[config.mk]
export PLATFORM = sky130hd
export DESIGN_NAME = mpl_channel
export DESIGN_NICKNAME = d
export VERILOG_FILES = /design/src/verilog/mpl_pkg.sv /design/src/verilog/mpl_channel.sv
export VERILOG_INCLUDE_DIRS = /design/src /design/src/verilog
export SDC_FILE = /design/constraint.sdc
export NUM_CORES = 1
export LEC_CHECK = 0
export BUFFER_PORTS_ARGS = -buffer_cell sky130_fd_sc_hd__clkbuf_2
export CAP_MARGIN = 20
export CORE_MARGIN = 2
export CORE_UTILIZATION = 30
export CTS_BUF_LIST = sky130_fd_sc_hd__clkbuf_4
export DETAILED_ROUTE_END_ITERATION = 10
export REMOVE_ABC_BUFFERS = 1
export SYNTH_ARGS = -nofsm -noshare
export SYNTH_HDL_FRONTEND = slang
export SYNTH_SLANG_ARGS = --single-unit
[constraint.sdc]
create_clock -name clk_sys -period 3.2 [get_ports clk_sys]
set_input_delay 0.48 -clock clk_sys [delete_from_list [all_inputs] [get_ports clk_sys]]
set_output_delay 0.48 -clock clk_sys [all_outputs]
set_load 0.03 [all_outputs]
[src/verilog/mpl_map.svh]
// constants for the maintenance panel channel logic
`ifndef MPL_MAP_SVH
`define MPL_MAP_SVH
`define MPL_DATA_W 30
`define MPL_NUM_IN 3
`define MPL_NUM_OUT 3
`define MPL_PULSE_NS 16
`define MPL_CLK_NS 4
`define MPL_PULSE_CYC ((`MPL_PULSE_NS + `MPL_CLK_NS - 1) / `MPL_CLK_NS)
`define MPL_SEL_W 2
`endif

[src/verilog/mpl_pkg.sv]
// types for the maintenance panel channel logic
`include "mpl_map.svh"
package mpl_pkg;
	typedef enum logic [2:0] {
		MPL_ONLINE = 3'h1,
		MPL_OFF_IN = 3'h2,
		MPL_OFF_OUT = 3'h4
	} mpl_mode_t;
	typedef struct packed {
		logic ack;
		logic int_enable;
	} mpl_in_ctl_t;
	typedef struct packed {
		logic out_ack;
		logic cmd_strobe;
	} mpl_out_ctl_t;
	typedef struct packed {
		logic out_req;
		logic cmd_req;
	} mpl_out_req_t;
endpackage

[src/verilog/mpl_channel.sv]
// maintenance panel logic: data buffering, monitoring and off-line simulation
//
// How it works
// - buffer 30 computer data lines to subunits
// - re-drive data to one external peripheral always
// - shared data, independent per-channel control lines
// - lamps show selected input peripheral lines
// - off-line input: block computer control, simulate
// - single step: one pulse per switch press
// - continuous: one pulse per peripheral request
// - lamps show output requests, controls, data
// - off-line output: block data and controls
// - single step output: one pulse per press
// - continuous output: answer each raised request; if both rise together, only the output request
// - operator switches drive all 30 data bits in off-line output, light lamps
// - amplify input acknowledge and interrupt permit
// - simulated pulses match computer pulse width
// - all computer output passes through here
// - supply tolerance change sends power word while input power is good
`timescale 1ns/1ps
`include "mpl_map.svh"
module mpl_channel import mpl_pkg::*; #(
	parameter int DATA_W = `MPL_DATA_W,
	parameter int NUM_IN = `MPL_NUM_IN,
	parameter int NUM_OUT = `MPL_NUM_OUT
) (
	input wire logic clk_sys,
	input wire logic rst_n,
	input wire logic [DATA_W-1:0] cpu_data,
	input wire mpl_out_ctl_t [NUM_OUT-1:0] cpu_out_ctl,
	input wire mpl_in_ctl_t [NUM_IN-1:0] cpu_in_ctl,
	input wire mpl_out_req_t [NUM_OUT-1:0] sub_out_req,
	input wire logic [NUM_IN-1:0] sub_in_req,
	input wire logic [NUM_IN-1:0][DATA_W-1:0] sub_in_data,
	input wire logic offline_in_req,
	input wire logic offline_out_req,
	input wire logic online_req,
	input wire logic [`MPL_SEL_W-1:0] periph_sel,
	input wire logic continuous_mode,
	input wire logic step_switch,
	input wire logic step_cmd,
	input wire logic [DATA_W-1:0] op_switches,
	input wire logic [DATA_W-1:0] supply_ok,
	input wire logic input_power_ok,
	output logic [DATA_W-1:0] sub_data,
	output logic [DATA_W-1:0] ext_data,
	output mpl_out_ctl_t [NUM_OUT-1:0] sub_out_ctl,
	output mpl_in_ctl_t [NUM_IN-1:0] sub_in_ctl,
	output logic [DATA_W-1:0] lamp_data,
	output logic [1:0] lamp_req,
	output logic [1:0] lamp_ctl,
	output logic [DATA_W-1:0] lamp_switch,
	output mpl_mode_t mode,
	output logic power_irq,
	output logic [DATA_W-1:0] power_word
);
	localparam int PW = `MPL_PULSE_CYC;
	localparam int CW = $clog2(PW + 1);

	mpl_mode_t mode_ff;
	logic [`MPL_SEL_W-1:0] sel_ff;
	logic [DATA_W-1:0] sub_data_ff;
	logic [DATA_W-1:0] ext_data_ff;
	logic [DATA_W-1:0] lamp_data_ff;
	logic [DATA_W-1:0] lamp_switch_ff;
	logic [1:0] lamp_req_ff;
	logic [1:0] lamp_ctl_ff;
	logic step_ff;
	logic [NUM_IN-1:0] in_req_ff;
	mpl_out_req_t [NUM_OUT-1:0] out_req_ff;
	logic [CW-1:0] pulse_cnt_ff;
	logic pulse_kind_ff;
	logic [DATA_W-1:0] supply_ff;
	logic supply_seen_ff;
	logic power_irq_ff;
	logic [DATA_W-1:0] power_word_ff;
	logic trig;
	logic trig_kind;
	logic step_rise;
	logic pulse_on;

	function automatic logic rise(input logic now, input logic was);
		return now & ~was;
	endfunction

	// mode selection; a new off-line choice displaces the old
	always_ff @(posedge clk_sys) begin
		if (!rst_n) begin
			mode_ff <= MPL_ONLINE;
			sel_ff <= '0;
		end else if (online_req) begin
			mode_ff <= MPL_ONLINE;
		end else if (offline_in_req && 32'(periph_sel) < NUM_IN) begin
			mode_ff <= MPL_OFF_IN;
			sel_ff <= periph_sel;
		end else if (offline_out_req && 32'(periph_sel) < NUM_OUT) begin
			mode_ff <= MPL_OFF_OUT;
			sel_ff <= periph_sel;
		end
	end
	assign mode = mode_ff;

	// data buffering, shared to subunits and the extra peripheral
	always_ff @(posedge clk_sys) begin
		if (!rst_n) begin
			sub_data_ff <= '0;
			ext_data_ff <= '0;
		end else begin
			ext_data_ff <= cpu_data;
			sub_data_ff <= (mode_ff == MPL_OFF_OUT) ? op_switches : cpu_data;
		end
	end
	assign sub_data = sub_data_ff;
	assign ext_data = ext_data_ff;

	// trigger for simulated pulses
	assign step_rise = rise(step_switch, step_ff);
	always_comb begin
		trig = 1'b0;
		trig_kind = step_cmd;
		unique case (mode_ff)
			MPL_OFF_IN: begin
				if (continuous_mode) begin
					trig = rise(sub_in_req[sel_ff], in_req_ff[sel_ff]);
				end else begin
					trig = step_rise;
				end
			end
			MPL_OFF_OUT: begin
				if (continuous_mode) begin
					trig = rise(sub_out_req[sel_ff].out_req, out_req_ff[sel_ff].out_req) |
						rise(sub_out_req[sel_ff].cmd_req, out_req_ff[sel_ff].cmd_req);
					trig_kind = ~rise(sub_out_req[sel_ff].out_req, out_req_ff[sel_ff].out_req);
				end else begin
					trig = step_rise;
				end
			end
			MPL_ONLINE: begin
				trig = 1'b0;
			end
		endcase
	end

	// fixed-width pulse generator; triggers during a pulse are dropped
	always_ff @(posedge clk_sys) begin
		if (!rst_n) begin
			step_ff <= 1'b0;
			in_req_ff <= '0;
			out_req_ff <= '0;
			pulse_cnt_ff <= '0;
			pulse_kind_ff <= 1'b0;
		end else begin
			step_ff <= step_switch;
			in_req_ff <= sub_in_req;
			out_req_ff <= sub_out_req;
			if (mode_ff == MPL_ONLINE) begin
				pulse_cnt_ff <= '0;
			end else if (pulse_cnt_ff != '0) begin
				pulse_cnt_ff <= pulse_cnt_ff - CW'(1);
			end else if (trig) begin
				pulse_cnt_ff <= CW'(PW);
				pulse_kind_ff <= trig_kind;
			end
		end
	end
	assign pulse_on = pulse_cnt_ff != '0;

	// control routing; only the selected peripheral is simulated
	always_comb begin
		for (int i = 0; i < NUM_IN; i++) begin
			sub_in_ctl[i] = cpu_in_ctl[i];
			if (mode_ff == MPL_OFF_IN && 32'(sel_ff) == i) begin
				sub_in_ctl[i].ack = pulse_on;
				sub_in_ctl[i].int_enable = 1'b1;
			end
		end
		for (int j = 0; j < NUM_OUT; j++) begin
			sub_out_ctl[j] = cpu_out_ctl[j];
			if (mode_ff == MPL_OFF_OUT && 32'(sel_ff) == j) begin
				sub_out_ctl[j].out_ack = pulse_on & ~pulse_kind_ff;
				sub_out_ctl[j].cmd_strobe = pulse_on & pulse_kind_ff;
			end
		end
	end

	// indicator lamps
	always_ff @(posedge clk_sys) begin
		if (!rst_n) begin
			lamp_data_ff <= '0;
			lamp_req_ff <= '0;
			lamp_ctl_ff <= '0;
			lamp_switch_ff <= '0;
		end else begin
			lamp_switch_ff <= op_switches;
			if (mode_ff == MPL_OFF_IN || (32'(periph_sel) < NUM_IN && mode_ff == MPL_ONLINE && !offline_out_req)) begin
				lamp_data_ff <= sub_in_data[sel_ff];
				lamp_req_ff <= {1'b0, sub_in_req[sel_ff]};
				lamp_ctl_ff <= sub_in_ctl[sel_ff];
			end else begin
				lamp_data_ff <= sub_data_ff;
				lamp_req_ff <= sub_out_req[sel_ff];
				lamp_ctl_ff <= sub_out_ctl[sel_ff];
			end
		end
	end
	assign lamp_data = lamp_data_ff;
	assign lamp_req = lamp_req_ff;
	assign lamp_ctl = lamp_ctl_ff;
	assign lamp_switch = lamp_switch_ff;

	// power monitor: one-cycle interrupt on a tolerance change while input_power_ok is high
	always_ff @(posedge clk_sys) begin
		if (!rst_n) begin
			supply_ff <= '0;
			supply_seen_ff <= 1'b0;
			power_irq_ff <= 1'b0;
			power_word_ff <= '0;
		end else begin
			supply_ff <= supply_ok;
			supply_seen_ff <= 1'b1;
			power_irq_ff <= 1'b0;
			if (supply_seen_ff && supply_ok != supply_ff && input_power_ok) begin
				power_irq_ff <= 1'b1;
				power_word_ff <= supply_ok;
			end
		end
	end
	assign power_irq = power_irq_ff;
	assign power_word = power_word_ff;
endmodule

==> results by group <==
Synth
  • Largest cells by area after synthesis: dfxtp_1, nand2_1, mux2i_1, and2_1, o211a_1
  • Syn Std Cell Area: 7850 µm²
  • Synth area leader: dfxtp_1
  • Synth Instances: 819
  • Synth Area per Inst: 9.58 µm²
  • Asr flop ratio synth: 0%
  • Top cells by count, synth: dfxtp_1, nand2_1, and2_1, mux2i_1
  • Post-synth top area share: 52.3%
  • Syn. warnings: 0
  • Top-count cell post-synth: dfxtp_1
  • Number of enable flip-flop cells after synthesis: 0
  • Count of state elements after synthesis: roughly 210
  • Library cells used by synthesis: 43
  • Seq/Total Area, Yosys: 52.3%
  • Main synth FF type: dfxtp_1

Detailed routing
  • DRC Markers: 0
  • DR vias/cell: approximately 4.6
  • DR vias: 7401
  • Antenna Nets Post-Route: 0
  • Initial drt markers: 329
  • Wire per inst: between 15 and 20 µm
  • Routed WL: 26.7 mm
  • Total iterations of the first detailed-routing run: 6

Min path
  • Worst min-delay path class: in -> reg

Floorplanning
  • Starting Density: 30.4%
  • Total core area: 25800 µm²
  • Vert. Die Dim: 166 µm
  • Num ports: 382
  • Chip width: ~170 µm
  • Die area: ~27000 µm²
  • Rows: 59

Critical path
  • Reg2reg start: sel_ff[0]
  • WS Path Type: reg -> out
  • Cells along the critical path: nor3b_4 -> buf_4 -> nand2_1 -> o21ai_0 -> clkbuf_2
  • Worst r2r dst: pulse_kind_ff
  • R2r setup slk: 1.16 ns
  • Slowest stage cell on the critical path: dfxtp_1
  • Worst stage delay on the critical path: ~0.53 ns
  • Beginning of the critical path: mode[2]
  • WP buf/inv: 2
  • Worst path required time: between 2 and 3 ns
  • CP delay by family, top: buffers and inverters
  • CP Max Fanout: 24
  • Critical path data arrival time: 2.34 ns
  • CP endpoint kind: output port
  • Worst R2R Path Depth: 6
  • Crit path launch type: flop
  • WP depth: 5
  • CP Capture Point: sub_out_ctl[3]

Timing
  • Total negative setup slack: 0 ns
  • Setup Skew: between 0.02 and 0.03 ns
  • Fin crit period: about 2.8 ns
  • Fin. Hold Viols: 0
  • Fin crit share: 88.0%
  • Fmax: 0.355 GHz
  • Final setup viols: 0
  • RSZ-0062 raised after global routing: no
  • Slew @ Worst Pin: between 0.8 and 0.9 ns
  • Hold WS: between 0.06 and 0.07 ns
  • Relative max-transition margin: 42.3%
  • Max-slew violations: 0

Final layout
  • FF+latch area: 4110 µm²
  • Fillers: 2643
  • Layout area overhead: 40.9%
  • Nets: 1459
  • Area of the multi-input gates: 3400 µm²
  • Layout cell share with drive strength beyond 1: between 30% and 40%

Global routing
  • Overflow after GRT: 0
  • Global-route wire length before repair: about 41 mm
  • Gr usage total: 19.0%
  • Pin count of the biggest net entering global routing: between 90 and 100
  • Antenna violations before repair: 5
  • Vias in the first global route: 7621

Pwr
  • Cell Pwr Density: 540 nW/µm²
  • Pleak: approximately 5.6 nW
  • IR drop worst, VDD: 0.255 mV

Clock tree
  • Post-CTS setup buffers: 0
  • Worst-path clk slew: 0.07 ns
  • Clk root buf: clkbuf_4
  • # H-tree levels: 2
  • Clock latency on the worst-skew pair: 0.64 ns
  • Total CTS buffers: 54
  • TritonCTS clock tree: built
  • Resize count post-CTS: 0
  • Clock Sink Count: slightly above 200
  • Clock buffer depth: 3

Placement
  • Routability cong.: 0.821
  • HPWL Detailed: 19.8 mm
  • Buffers added on ports: approximately 380

Run status
  • Status: finished, final reports clean

Job
  • Max-cap violations: 0
==> registers in the layout, summed over array words and instances (netlist names), 2 cells and up <==
name and cells:
ext_data 30, in_req_ff 3, lamp_ctl 2, lamp_data 30, lamp_req 2, lamp_switch 30, mode 3, out_req_ff 6
power_word 30, pulse_cnt_ff 3, sel_ff 2, sub_data 30, supply_ff 30
==> metrics by stage <==
step | power, mW | utilization, % | setup WS, ns | instances | instance area, µm²
final | 5.97 | 42.8 | 0.384 | 1620 | 11100
after global routing | 6.27 | 42.8 | 0.191 | 1618 | 11000
after CTS | 6.06 | 42.7 | 0.267 | 1613 | 11000
after detailed placement | 3.81 | 39.2 | 0.899 | 1500 | 10100
after global placement | 3.81 | 39.2 | 0.942 | 1500 | 10100
after floorplan | 3.38 | - | -0.219 | 765 | 7610
==> logic make-up after synthesis <==
kind of cell	share of synthesized area (%)
simple gates	16.8
flops	52.3
compound gates	14.3
buf+inv	4.69
mux	8.61
xor+xnor	3.35
==> repair_timing <==
item | 4_1_cts | 5_1_grt
endpoints found under the hold margin | 25 | 2
hold buffers | 24 | 2
setup endpoints to repair | 0 | 0
==> worst register-to-register path: cells and delay by family (launching register included) <==
family,cells,cell delay [ns]
muxes,2,0.59
AOI/OAI and AO/OA,3,0.58
buffers and inverters,1,0.45
DFF,1,0.37
==> power breakdown <==
part | switching, mW | total [mW] | internal [mW]
clock | 1.04 | 2.19 | 1.15
combinational | 0.621 | 1.01 | 0.384
sequential | 0.0634 | 2.77 | 2.70
==> metal layers <==
layer  track usage, %  share of wire [%]  wire, µm  vias up
met4             7.67                2.8       737        0
met1             21.2                 40     10600     3392
met3             7.22                9.3      2490       52
met2             32.7                 48     12900      318
li1                 -                  -         -     3639
met5                0                  0         0        -
==> cells in the final DEF (no fill, tap or decap), types with 4 or more instances in the layout <==
cell	Yosys	routed
buf_4	1	17
o21ai_1	7	7
a21oi_1	10	9
a31oi_1	4	4
clkbuf_4	0	82
inv_1	33	33
and2_1	72	72
dfxtp_1	205	203
a21o_1	4	4
clkbuf_2	0	380
o211a_1	30	30
mux2i_1	63	63
xnor2_1	30	30
o21ai_0	10	10
nor2_1	7	6
o211ai_1	33	33
nor2b_1	4	4
a22oi_1	4	4
dlygate4sd3_1	0	26
clkinv_1	0	5
nand2_1	179	179
diode_2	0	5
nand4_1	7	7
a21boi_1	31	31
==> final cells by class <==
class | count | share of cell area, %
Sequential cell | 205 | 37.1
Multi-Input combinational cell | 526 | 30.8
Timing Repair Buffer | 426 | 21.2
Clock buffer | 82 | 5.57
Tap cell | 335 | 3.79
Inverter | 34 | 1.15
Clock inverter | 7 | 0.249
Antenna cell | 5 | 0.113
==> how the worst min path moves through the flow <==
| stage | slack (ns) | endpoint | from | cells past startpoint |
|---|---|---|---|---|
| after detailed placement | 0.45 | power_word[9] | power_word[9] | 2 |
| after global routing | 0.0003 | supply_ff[18] | supply_ok[18] | 3 |
| final | 0.07 | supply_ff[18] | supply_ok[18] | 3 |
| after global placement | 0.44 | power_word[6] | power_word[6] | 2 |
| after floorplan | 0.45 | pulse_kind_ff | pulse_kind_ff | 2 |
| after CTS | 0.0006 | lamp_switch[0] | op_switches[0] | 2 |
(Power assumes the default switching activity.)
